**config.mk**
```make
export PLATFORM = sky130hd
export DESIGN_NAME = sdd_top
export DESIGN_NICKNAME = d
export VERILOG_FILES = /design/src/sdd_fifo.v /design/src/sdd_cic3.v /design/src/sdd_top.v
export VERILOG_INCLUDE_DIRS = /design/src
export SDC_FILE = /design/constraint.sdc
export NUM_CORES = 2
export LEC_CHECK = 0
export BUFFER_PORTS_ARGS = -buffer_cell sky130_fd_sc_hd__buf_2
export CORE_AREA = 4 4 429 431
export CTS_BUF_LIST = sky130_fd_sc_hd__clkbuf_4 sky130_fd_sc_hd__clkbuf_8
export DETAILED_ROUTE_END_ITERATION = 10
export DIE_AREA = 0 0 433 435
export GPL_ROUTABILITY_DRIVEN = 0
export HOLD_SLACK_MARGIN = 0.03
export PLACE_DENSITY_LB_ADDON = 0.2
export SYNTH_ARGS = -nofsm -noshare
export SYNTH_HDL_FRONTEND = slang
export SYNTH_HIERARCHICAL = 1
export SYNTH_SLANG_ARGS = --single-unit
```
**constraint.sdc**
```tcl
create_clock -name clk_sys -period 15.5 [get_ports clk_sys]
set_input_delay 2.325 -clock clk_sys [delete_from_list [all_inputs] [get_ports clk_sys]]
set_output_delay 2.325 -clock clk_sys [all_outputs]
set_load 0.005 [all_outputs]
```
**src/sdd_regs.vh**
```
// register offsets, field positions, reset values and timing counts
`ifndef SDD_REGS_VH
`define SDD_REGS_VH
// word byte addresses on the avalon bus
`define SDD_ADDR_CTRL 4'h0
`define SDD_ADDR_NOTCH 4'h4
`define SDD_ADDR_STATUS 4'h8
`define SDD_ADDR_DATA 4'hC
// control fields
`define SDD_CTRL_GAIN_LSB 0
`define SDD_CTRL_GAIN_MSB 2
`define SDD_CTRL_POL_BIT 3
`define SDD_CTRL_BURN_BIT 4
// reset values: bipolar, gain 1, burn-out off
`define SDD_CTRL_RESET 8'h08
// notch code giving 30 Hz at 10 MHz: 10e6/(512*30) = 651
`define SDD_NOTCH_RESET 11'h28B
`define SDD_NOTCH_MIN 11'h00A
// modulator bit period in master clocks
`define SDD_MOD_DIV 8'd128
// decimation is notch code times 4 modulator samples
`define SDD_DEC_MUL 2
// conversion periods discarded after resync
`define SDD_SETTLE_CONV 3'd3
`define SDD_ACC_W 40
`endif

```
**src/sdd_fifo.v**
```verilog
// synchronous fifo with valid/ready on both sides
`timescale 1ns/1ps
module sdd_fifo #(
  parameter WIDTH = 24,
  parameter DEPTH = 32,
  parameter AW = 5
) (
  input wire clk_sys,
  input wire rst,
  input wire ce,
  input wire flush,
  input wire in_valid,
  output wire in_ready,
  input wire [WIDTH-1:0] in_data,
  output wire out_valid,
  input wire out_ready,
  output wire [WIDTH-1:0] out_data
);
  reg [WIDTH-1:0] mem [0:DEPTH-1]; // storage array
  reg [AW:0] wp_ff; // write pointer with wrap bit
  reg [AW:0] rp_ff; // read pointer with wrap bit
  wire full = (wp_ff[AW] != rp_ff[AW]) && (wp_ff[AW-1:0] == rp_ff[AW-1:0]);
  wire empty = (wp_ff == rp_ff);
  wire do_wr = in_valid && !full;
  wire do_rd = out_ready && !empty;
  assign in_ready = !full;
  assign out_valid = !empty;
  assign out_data = mem[rp_ff[AW-1:0]];
  // data array write
  always @(posedge clk_sys) begin
    if (ce && do_wr) begin
      mem[wp_ff[AW-1:0]] <= in_data;
    end
  end
  // pointer update, flush empties the fifo
  always @(posedge clk_sys) begin
    if (rst) begin
      wp_ff <= {(AW+1){1'b0}};
      rp_ff <= {(AW+1){1'b0}};
    end else if (ce) begin
      if (flush) begin
        wp_ff <= {(AW+1){1'b0}};
        rp_ff <= {(AW+1){1'b0}};
      end else begin
        if (do_wr) begin
          wp_ff <= wp_ff + {{AW{1'b0}}, 1'b1};
        end
        if (do_rd) begin
          rp_ff <= rp_ff + {{AW{1'b0}}, 1'b1};
        end
      end
    end
  end
endmodule // sdd_fifo

```
**src/sdd_cic3.v**
```verilog
// third-order cascaded integrator-comb decimator, no multipliers
`timescale 1ns/1ps
`include "sdd_regs.vh"
module sdd_cic3 (
  input wire clk_sys,
  input wire rst,
  input wire ce,
  input wire clear,
  input wire in_stb,
  input wire [`SDD_ACC_W-1:0] in_word,
  input wire [12:0] ratio,
  output reg out_stb,
  output reg [`SDD_ACC_W-1:0] out_word
);
  reg [`SDD_ACC_W-1:0] integ_ff [0:2]; // integrator chain
  reg [`SDD_ACC_W-1:0] comb_ff [0:2]; // comb delay taps
  reg [12:0] cnt_ff; // decimation counter
  reg [`SDD_ACC_W-1:0] c0;
  reg [`SDD_ACC_W-1:0] c1;
  reg [`SDD_ACC_W-1:0] c2;
  // comb differences formed from the integrator output
  always @* begin
    c0 = integ_ff[2] - comb_ff[0];
    c1 = c0 - comb_ff[1];
    c2 = c1 - comb_ff[2];
  end
  // integrators, decimation and combs; modular wrap keeps result exact
  always @(posedge clk_sys) begin
    if (rst || (ce && clear)) begin
      integ_ff[0] <= {`SDD_ACC_W{1'b0}};
      integ_ff[1] <= {`SDD_ACC_W{1'b0}};
      integ_ff[2] <= {`SDD_ACC_W{1'b0}};
      comb_ff[0] <= {`SDD_ACC_W{1'b0}};
      comb_ff[1] <= {`SDD_ACC_W{1'b0}};
      comb_ff[2] <= {`SDD_ACC_W{1'b0}};
      cnt_ff <= 13'h0000;
      out_stb <= 1'b0;
      out_word <= {`SDD_ACC_W{1'b0}};
    end else if (ce) begin
      out_stb <= 1'b0;
      if (in_stb) begin
        integ_ff[0] <= integ_ff[0] + in_word;
        integ_ff[1] <= integ_ff[1] + integ_ff[0];
        integ_ff[2] <= integ_ff[2] + integ_ff[1];
        if (cnt_ff >= ratio - 13'h0001) begin
          // one result per decimation period
          cnt_ff <= 13'h0000;
          comb_ff[0] <= integ_ff[2];
          comb_ff[1] <= c0;
          comb_ff[2] <= c1;
          out_word <= c2;
          out_stb <= 1'b1;
        end else begin
          cnt_ff <= cnt_ff + 13'h0001;
        end
      end
    end
  end
endmodule // sdd_cic3

```
**src/sdd_top.v**
```verilog
// sigma-delta decimation path with avalon register slave
//
// Overview of operation
// - modulator bit sampled every 128 clocks
// - each bit widened to a 40-bit word
// - third-order cic decimator, no multipliers
// - 11-bit notch code sets decimation ratio
// - one output word per conversion period
// - response scales with rate, shape unchanged
// - settled data three to four periods later
// - datapath headroom beyond full scale
// - analog gains 1..8 by multiple sampling
// - gains 16..128 applied digitally in filter
// - gain is a written control field
// - polarity bit selects bipolar or unipolar
// - bipolar range double unipolar range
// - burn-out enable bit 4, off at reset
// - reset: bipolar, gain 1, 30 Hz notch
// - config write clears ready, resyncs filter
`timescale 1ns/1ps
`include "sdd_regs.vh"
module sdd_top (
  input wire clk_sys,
  input wire rst,
  input wire ce,
  input wire mod_bit,
  input wire [3:0] avs_address,
  input wire avs_read,
  input wire avs_write,
  input wire [31:0] avs_writedata,
  input wire [3:0] avs_byteenable,
  output reg [31:0] avs_readdata,
  output reg avs_waitrequest,
  output reg [2:0] front_gain_amp,
  output reg [3:0] front_sample_count,
  output reg burnout_source_enable,
  output reg result_ready_n
);
  // control state
  // all state below is frozen while ce is low, so a stalled clock
  // enable never loses a modulator sample or a half-finished access
  // a write to ctrl or notch restarts the filter from a clean state
  // results reach software only through the fifo and the data register
  reg [7:0] ctrl_ff; // gain, polarity, burn-out
  reg [10:0] notch_code_ff; // decimation code
  reg [7:0] div_ff; // modulator sampling divider
  reg mod_bit_ff; // captured modulator bit
  reg mod_stb_ff; // one clock per modulator sample
  reg resync_ff; // filter clear request
  reg [2:0] settle_ff; // outputs still to discard
  reg ack_ff; // bus answer phase
  reg pop_ff; // fifo read pulse
  reg overflow_ff; // sticky, result lost to full fifo
  wire cic_stb;
  wire [`SDD_ACC_W-1:0] cic_word;
  wire fifo_in_ready;
  wire fifo_out_valid;
  wire [23:0] fifo_out_data;
  reg [23:0] result;
  reg res_valid_ff;
  reg [23:0] res_word_ff;
  wire [2:0] gain_code = ctrl_ff[`SDD_CTRL_GAIN_MSB:`SDD_CTRL_GAIN_LSB];
  wire bipolar = ctrl_ff[`SDD_CTRL_POL_BIT];
  wire [12:0] ratio = {notch_code_ff, 2'b00};
  wire bus_req = (avs_read || avs_write) && !ack_ff;

  // number of front-end samples per modulator cycle for a gain code
  // gains above 8 keep the front end at 8 samples; the rest of the
  // gain is made up digitally, so the count needs four bits to hold 8
  function [3:0] samples_for;
    input [2:0] g;
    begin
      case (g)
        3'd0: samples_for = 4'd1;
        3'd1: samples_for = 4'd2;
        3'd2: samples_for = 4'd4;
        default: samples_for = 4'd8;
      endcase
    end
  endfunction

  // digital left shift for the high gains
  // codes 4..7 give x16..x128: one extra doubling per code step
  function [2:0] dig_shift;
    input [2:0] g;
    begin
      if (g > 3'd3) begin
        dig_shift = g - 3'd3;
      end else begin
        dig_shift = 3'd0;
      end
    end
  endfunction

  // modulator divider: sample the one-bit stream every 128 clocks
  // the divider free-runs and is not cleared on resync, so the first
  // result after a config write may come up to one bit period late
  // mod_stb_ff is a one-clock strobe that steps the integrators
  always @(posedge clk_sys) begin
    if (rst) begin
      div_ff <= 8'h00;
      mod_bit_ff <= 1'b0;
      mod_stb_ff <= 1'b0;
    end else if (ce) begin
      mod_stb_ff <= 1'b0;
      if (div_ff == `SDD_MOD_DIV - 8'd1) begin
        div_ff <= 8'h00;
        mod_bit_ff <= mod_bit;
        mod_stb_ff <= 1'b1;
      end else begin
        div_ff <= div_ff + 8'h01;
      end
    end
  end

  // bit to 40-bit word: +1 or -1; wide words give ample headroom
  // a one counts as plus one and a zero as minus one, so a stream of
  // half ones averages to zero and lands on mid-scale in bipolar coding
  wire [`SDD_ACC_W-1:0] mod_word = mod_bit_ff ?
    {{(`SDD_ACC_W-1){1'b0}}, 1'b1} : {`SDD_ACC_W{1'b1}};

  // decimator: ratio is four modulator samples per notch code step
  // clearing on resync means the old setup leaves nothing behind
  sdd_cic3 u_cic (
    .clk_sys(clk_sys),
    .rst(rst),
    .ce(ce),
    .clear(resync_ff),
    .in_stb(mod_stb_ff),
    .in_word(mod_word),
    .ratio(ratio),
    .out_stb(cic_stb),
    .out_word(cic_word)
  );

  // normalise cic gain (ratio^3) and apply digital gain and coding
  // the shift is three times the bits needed for the ratio; it is
  // exact when the ratio is a power of two and reads low otherwise
  // values beyond full scale clip instead of wrapping round the code
  // range, so an overdriven input never reads as the opposite end
  reg [63:0] scaled;
  reg [63:0] mag;
  reg [5:0] norm;
  reg signed [63:0] sval;
  always @* begin
    sval = {{24{cic_word[`SDD_ACC_W-1]}}, cic_word};
    // ratio^3 upper bound as power of two: shift by 3*ceil(log2)
    norm = 6'd0;
    if (ratio > 13'd4096) begin
      norm = 6'd39; // thirteen bits of ratio
    end else if (ratio > 13'd2048) begin
      norm = 6'd36; // twelve bits
    end else if (ratio > 13'd1024) begin
      norm = 6'd33; // eleven bits
    end else if (ratio > 13'd512) begin
      norm = 6'd30; // ten bits
    end else if (ratio > 13'd256) begin
      norm = 6'd27; // nine bits
    end else if (ratio > 13'd128) begin
      norm = 6'd24; // eight bits
    end else if (ratio > 13'd64) begin
      norm = 6'd21; // seven bits
    end else if (ratio > 13'd32) begin
      norm = 6'd18; // six bits
    end else begin
      norm = 6'd15; // below the usable code range
    end
    // bring to 24 bits signed: shift so full scale hits bit 23
    scaled = (sval <<< dig_shift(gain_code)) <<< 23;
    scaled = $signed(scaled) >>> norm;
    mag = scaled;
    if (bipolar) begin
      if (!mag[63] && (mag[62:23] != 40'h0)) begin
        // positive overrange clips to the top code
        result = 24'hFF_FFFF;
      end else if (mag[63] && (mag[62:23] != {40{1'b1}})) begin
        // negative overrange clips to the bottom code
        result = 24'h00_0000;
      end else begin
        // offset binary over twice the span
        result = {~scaled[23], scaled[22:0]};
      end
    end else if (mag[63]) begin
      result = 24'h00_0000;
    end else if (mag[62:23] != 40'h0) begin
      result = 24'hFF_FFFF;
    end else begin
      // unipolar: half the span mapped onto the full code range
      result = {mag[22:0], 1'b0};
    end
  end

  // drop outputs during settling, then queue results
  // the first three results after a resync come from a filter still
  // filling from its cleared state, so results reach the fifo from the fourth one on
  // a result that arrives while the last one still waits on a full fifo
  // is lost and the sticky overflow flag records it; a push accepted in the same cycle as a new
  // result lets the new result win the valid flag
  always @(posedge clk_sys) begin
    if (rst) begin
      settle_ff <= `SDD_SETTLE_CONV;
      res_valid_ff <= 1'b0;
      res_word_ff <= 24'h00_0000;
      overflow_ff <= 1'b0;
    end else if (ce) begin
      if (res_valid_ff && fifo_in_ready) begin
        res_valid_ff <= 1'b0;
      end
      if (resync_ff) begin
        settle_ff <= `SDD_SETTLE_CONV;
        res_valid_ff <= 1'b0;
      end else if (cic_stb) begin
        if (settle_ff != 3'd0) begin
          settle_ff <= settle_ff - 3'd1;
        end else if (res_valid_ff && !fifo_in_ready) begin
          overflow_ff <= 1'b1;
        end else begin
          res_valid_ff <= 1'b1;
          res_word_ff <= result;
        end
      end
    end
  end

  // result queue: flushed on resync so stale words never surface
  // software pops one word per data register read
  sdd_fifo #(
    .WIDTH(24),
    .DEPTH(32),
    .AW(5)
  ) u_fifo (
    .clk_sys(clk_sys),
    .rst(rst),
    .ce(ce),
    .flush(resync_ff),
    .in_valid(res_valid_ff),
    .in_ready(fifo_in_ready),
    .in_data(res_word_ff),
    .out_valid(fifo_out_valid),
    .out_ready(pop_ff),
    .out_data(fifo_out_data)
  );

  // avalon slave: one wait cycle, answer on the second cycle
  // a request is taken when seen with no answer pending; the answer
  // phase blocks a second take of the same held request
  // writes land at the taking edge, read data stands from that same
  // edge until the following read
  // ctrl and notch writes raise the resync strobe for one clock
  // unmapped reads return zero and unmapped writes are ignored
  always @(posedge clk_sys) begin
    if (rst) begin
      ctrl_ff <= `SDD_CTRL_RESET;
      notch_code_ff <= `SDD_NOTCH_RESET;
      resync_ff <= 1'b1;
      ack_ff <= 1'b0;
      pop_ff <= 1'b0;
      avs_readdata <= 32'h0000_0000;
      avs_waitrequest <= 1'b1;
    end else if (ce) begin
      resync_ff <= 1'b0;
      pop_ff <= 1'b0;
      ack_ff <= bus_req;
      avs_waitrequest <= !bus_req;
      if (bus_req && avs_write) begin
        case (avs_address)
          `SDD_ADDR_CTRL: begin
            if (avs_byteenable[0]) begin
              ctrl_ff <= avs_writedata[7:0];
              resync_ff <= 1'b1;
            end
          end
          `SDD_ADDR_NOTCH: begin
            if (avs_byteenable[0]) begin
              notch_code_ff[7:0] <= avs_writedata[7:0];
            end
            if (avs_byteenable[1]) begin
              notch_code_ff[10:8] <= avs_writedata[10:8];
            end
            if (avs_byteenable[1:0] != 2'b00) begin
              resync_ff <= 1'b1;
            end
          end
          default: begin
          end
        endcase
      end
      if (bus_req && avs_read) begin
        case (avs_address)
          `SDD_ADDR_CTRL: avs_readdata <= {24'h00_0000, ctrl_ff};
          `SDD_ADDR_NOTCH: avs_readdata <= {21'h00_0000, notch_code_ff};
          `SDD_ADDR_STATUS: begin
            avs_readdata <= {29'h0000_0000, overflow_ff,
              !fifo_in_ready, fifo_out_valid};
          end
          `SDD_ADDR_DATA: begin
            avs_readdata <= {8'h00, fifo_out_data};
            pop_ff <= fifo_out_valid;
          end
          default: avs_readdata <= 32'h0000_0000;
        endcase
      end
    end
  end

  // pin outputs straight from flops
  // analog gain saturates at code 3; higher codes add digital gain
  // ready low means at least one word waits in the fifo; it goes high
  // on the pop so a reader does not see the same word announced twice
  always @(posedge clk_sys) begin
    if (rst) begin
      front_gain_amp <= 3'd0;
      front_sample_count <= 4'd1;
      burnout_source_enable <= 1'b0;
      result_ready_n <= 1'b1;
    end else if (ce) begin
      front_gain_amp <= (gain_code > 3'd3) ? 3'd3 : gain_code;
      front_sample_count <= samples_for(gain_code);
      burnout_source_enable <= ctrl_ff[`SDD_CTRL_BURN_BIT];
      result_ready_n <= resync_ff ? 1'b1 : !(fifo_out_valid && !pop_ff);
    end
  end
endmodule // sdd_top

```
; ---- Word level (Yosys, flattened, before mapping)
; Memory sizes are Yosys's and may differ from the RTL's. A register that Yosys moved wholly into a read port is not among the register bits.
; Index checks and enable logic that the tools add are counted.
[word_totals]
output_inout_bits = 42
wordCells = 175
ramBits = 1008
latchBits = 0
rom_bits = 0
register_bits = 169
input_bits = 46
n_memories = 3
[mem_list]
columns = memory, words, word_bits, read_ports, rd_ports_with_merged_regs, wr, line_no
row1 = u_fifo.mem, 32, 24, 1, 1, 1, sdd_fifo.v:19  ; reg [WIDTH-1:0] mem [0:DEPTH-1];
row2 = u_cic.comb_ff, 3, 40, 3, 0, 3, sdd_cic3.v:16  ; reg [`SDD_ACC_W-1:0] comb_ff [0:2];
row3 = u_cic.integ_ff, 3, 40, 3, 0, 3, sdd_cic3.v:15  ; reg [`SDD_ACC_W-1:0] integ_ff [0:2];
[classes]
order_cmp = 10
bitwise_logic = 10
n_eq_ne = 10
n_shift = 2
div_mod_pow = 0
n_mux = 61
multipliers = 0
add_sub_neg = 13
n_reduce_logical = 42
[ops]
columns = cell, count
row1 = 2-to-1 mux 40 bit, 7
row2 = adder 40 bit, 3
row3 = 2-to-1 mux 24 bit, 5
row4 = subtractor 40 bit, 3
row5 = one-hot mux 24 bit (4 select lines), 1
row6 = >>> shifter 64 x 6 -> 64 bit, 1
row7 = 2-to-1 mux 6 bit, 7
row8 = <<< shifter 40 x 3 -> 41 bit, 1
row9 = != test 40 bit (second input constant), 1
row10 = nonzero test 40 bit, 1
row11 = 2-to-1 mux 5 bit, 7
row12 = 2-to-1 mux 1 bit, 25
row13 = 2-to-1 mux 3 bit, 5
row14 = adder 13 x 1 -> 13 bit (second input constant), 1
row15 = >= comparator 13 bit, 1
row16 = greater-than comparator 13 x 10 -> 1 bit (second input constant), 1
row17 = greater-than comparator 13 x 11 -> 1 bit (second input constant), 1
row18 = greater-than comparator 13 x 12 -> 1 bit (second input constant), 1
row19 = greater-than comparator 13 bit (second input constant), 1
row20 = greater-than comparator 13 x 6 -> 1 bit (second input constant), 1
row21 = greater-than comparator 13 x 7 -> 1 bit (second input constant), 1
row22 = greater-than comparator 13 x 8 -> 1 bit (second input constant), 1
row23 = greater-than comparator 13 x 9 -> 1 bit (second input constant), 1
row24 = 2-to-1 mux 13 bit, 1
row25 = 30 further kinds, 70

; ---- Depth between registers and ports, before layout
[depth]
word_depth = 15
ltp_mapped = 35
ltp_nobuf = 35

; ---- Modules after synthesis
; Netlist, hierarchy kept.
[modules_own_cells]
columns = module, cells_per_inst, n_inst, area_per_inst_um2, seq_area_each_um2
row1 = sdd_fifo, 1245, 1, 30102.6, 23402.4
row2 = sdd_cic3, 2491, 1, 22798.1, 8287.9
row3 = sdd_top, 1282, 1, 9736.8, 1901.8

; ---- Least setup slack after synthesis
; OpenSTA, ideal clock, no wires.
[synth_path]
kind = input -> register
startpoint = input ce
endpoint = memory u_cic/comb_ff[0][0] in the netlist's numbering, enable pin
slack_ps = 8999
n_path_buf = 1
required_ps = 14968
path_stages = 3
t_arrival_ps = 5969
cell_sequence = a21oi_1 > inv_1 > clkbuf_1
[synth_lines]
columns = element, line_no
row1 = "start, declared", sdd_top.v:25  ; input wire ce,
row2 = "end, declared", sdd_cic3.v:16

==> impl_metrics.tcl <==
set metrics [dict create \
    status "finished, final reports clean" \
    met1Wirelength_mm 70.3 \
    number_of_antenna_violations_at_the_first_check_in_global_routing 3 \
    power_density_mw_per_mm2 110 \
    cts_inserted_buffers 198 \
    crit_path_max_fanout 7 \
    yosysMostFrequentCell "sky130_fd_sc_hd__edfxtp_1" \
    clkLatencyLatePin_ns 0.95 \
    rsz0062_at_grt "false" \
    synthToLayoutAreaGrowth_pct 11.3 \
    grt_max_degree 79 \
    kind_of_cell_with_the_highest_combined_delay_on_the_critical_path "compound AO/OA/AOI/OAI gates" \
    report.power.total_uw 7650 \
    grt_first_pass_wirelength_mm 255 \
    floorplan_core_area_mm2 0.180 \
    arrival_ns 8.13 \
    hold_viol_final 0 \
    critical-path-max-stage-delay_ns 0.77 \
    worstHoldStart "ack_ff" \
    synthFlopType "sky130_fd_sc_hd__edfxtp_1" \
    post_drt_via_cell_ratio 5.45 \
    netlist.top_cell.by_area "sky130_fd_sc_hd__edfxtp_1" \
    dr_wl_met2_mm 83.7 \
    via_count 41676 \
    r2r_start "u_cic/integ_ff[0][80]" \
    cts-resized-gates 0 \
    synth_cell_types 122 \
    peakVddDrop_v 0.0000715 \
    clock_skew_ns 0.0948 \
    cts-htree-levels 4 \
    cts-root-to-sink-buffers 3 \
    mappedNetlistArea_mm2 0.0626 \
    cp_common_cell "sky130_fd_sc_hd__nor2_1" \
    avgSynthCellArea_um2 12.5 \
    worst_slew_margin_rel_pct 20.8 \
    final.min_clock_period_ns 7.40 \
    initial_utilization_pct 34.8 \
    synth.yosys.seq_area_share_pct 53.6 \
    detail_route.iter0.violations 2672 \
    postRouteAntennaNets 0 \
    p_leak_uw 0.0270 \
    critPathCaptureType "register" \
    syn-instance-count 5018 \
    number_of_ports_placed_on_the_die_boundary 88 \
    place.detailed.hpwl_mm 107 \
    ys_ff_latch 1174 \
    routed.top_layer "met4" \
    final_min_period_over_clock_period_pct 47.7 \
    cts_hold_repair.buffers 0 \
    clkTransAtPathRegs_ns 0.06 \
    via_count_of_the_first_global_routing_pass 41677 \
    crit_path_kind "reg -> reg" \
    max-cap-violations 0 \
    setup_viol_count_final 0 \
    tritoncts_clock_tree "yes" \
    detailroute.wirelength.met3_mm 7.90 \
    worst-path-buf-inv 1 \
    drt-wirelength-per-cell_um 21.9 \
    synth.yosys.warnings 6 \
    worstMarginPinSlew_ns 1.19 \
    design.die.area_mm2 0.188 \
    critical_path.slowest_cell "sky130_fd_sc_hd__a2111oi_1" \
    post_synth_main_area_contributors "sky130_fd_sc_hd__edfxtp_1 48%, sky130_fd_sc_hd__mux4_2 8.8%, sky130_fd_sc_hd__dfxtp_1 5.3%" \
    cts.repair_timing.setup_buffer_count 0 \
    timing.critical_path.required_ns 16.24 \
    synthArstFlopShare_pct 0 \
    number_of_flops_mapped_to_enable_cells_by_yosys 1008 \
    setup_tns_ns 0 \
    critPathLaunch "u_cic/integ_ff[0][80]" \
    global_route_total_usage_across_every_layer_pct 17.5 \
    design.final.nets 5427 \
    final_util_pct 38.7 \
    die_y_um 435 \
    placement_rows 156 \
    grt_overflow 0 \
    share_of_post_route_cells_with_drive_strength_above_1_pct 16.5 \
    numPortBuffers 56 \
    clock-root-buffer "sky130_fd_sc_hd__clkbuf_8" \
    drt_wl_total_mm 168 \
    achievable-frequency_ghz 0.135 \
    die-width_um 433 \
    firstDrtPassIters 5 \
    area_fraction_of_the_dominant_cell_type_after_synthesis_pct 48.3 \
    synth_common_cells "1008 x sky130_fd_sc_hd__edfxtp_1, 379 x sky130_fd_sc_hd__nor2_1, 287 x sky130_fd_sc_hd__nand2_1" \
    cts.sink_count 1174 \
    drc_viols 0 \
    timing.final.max_slew_violations 0 \
    startpoint_type "register" \
    min_path_type "reg -> reg" \
]
stage by stage:
step                      worst slack (ns)  area (um^2)  instances  hold WS [ns]
after global routing                  7.56        69700       7647         0.487
final                                 8.10        69700       7647         0.465
after floorplan                       9.00        62700       5031         0.432
after detailed placement              8.05        65500       7283         0.458
after global placement                7.98        65500       7283         0.455
after CTS                             7.94        69700       7643         0.468
power breakdown:
part / internal (uW) / switching [uW] / total [uW] / leakage [uW]
clock network: 1570 / 1320 / 2890 / 0.00220
registers: 3430 / 20.9 / 3450 / 0.0129
logic: 547 / 768 / 1320 / 0.0119
total: 5550 / 2110 / 7650 / 0.0270
flip-flops by register name, summed over array words and instances (netlist names), 3 cells and up, named ones only:
name / flops
u_fifo/mem: 768
front_gain_amp: 3
front_sample_count: 4
u_cic/out_word: 40
u_fifo/rp_ff: 6
div_ff: 8
u_fifo/wp_ff: 6
notch_code_ff: 11
res_word_ff: 24
u_cic/cnt_ff: 13
ctrl_ff: 8
u_cic/comb_ff: 120
avs_readdata: 24
settle_ff: 3
u_cic/integ_ff: 120
kinds of logic after synthesis:
group / Yosys count / synth area share (%)
flops: 1174 / 53.6
compound gates: 1211 / 12.9
buf+inv: 463 / 3.38
other cells: 2 / 0.0120
mux: 406 / 11.4
xor+xnor: 239 / 3.34
fa+ha+maj: 268 / 5.43
simple gates: 1255 / 9.83
final cells by class:
cell class	count	area [um^2]
tap	2370	2970
antenna	4	10.0
sequential	1174	33600
fill	17263	110000
multi-input combinational	3394	27300
clock inverter	66	622
timing repair buffer	136	883
clock buffer	294	3560
inverter	209	792
worst register-to-register path, delay by kind of cell (launching register included):
kind            cells  cell delay [ns]
xor+xnor            3             0.52
compound gates     16             4.05
fa+ha+maj           4             1.37
simple gates        7             0.86
flops               1             0.34
buf+inv             1             0.06
per-layer routing:
layer,global-route usage [%],vias up
li1,-,19592
met1,21.8,20827
met2,30.3,959
met3,3.10,298
met4,6.35,0
met5,0,-
worst paths after layout:
path	end	cells after the start	slack, ns
hold / removal	ack_ff	2	0.47
hold reg to reg	ack_ff	2	0.47
setup / recovery	u_cic/out_word[39]	31	8.10
setup reg to reg	u_cic/out_word[39]	31	8.10
placed cells by master (no fill, tap or decap), types with 130 or more instances in the layout:
| master | count |
|---|---|
| sky130_fd_sc_hd__nor2_1 | 347 |
| sky130_fd_sc_hd__a21o_1 | 138 |
| sky130_fd_sc_hd__ha_1 | 261 |
| sky130_fd_sc_hd__xnor2_1 | 138 |
| sky130_fd_sc_hd__mux2i_1 | 130 |
| sky130_fd_sc_hd__mux4_2 | 244 |
| sky130_fd_sc_hd__a21oi_1 | 260 |
| sky130_fd_sc_hd__dfxtp_1 | 161 |
| sky130_fd_sc_hd__o21ai_0 | 251 |
| sky130_fd_sc_hd__nand2_1 | 286 |
| sky130_fd_sc_hd__edfxtp_1 | 1008 |
| sky130_fd_sc_hd__inv_1 | 206 |
| sky130_fd_sc_hd__clkbuf_8 | 217 |
(Power assumes the default switching activity.)
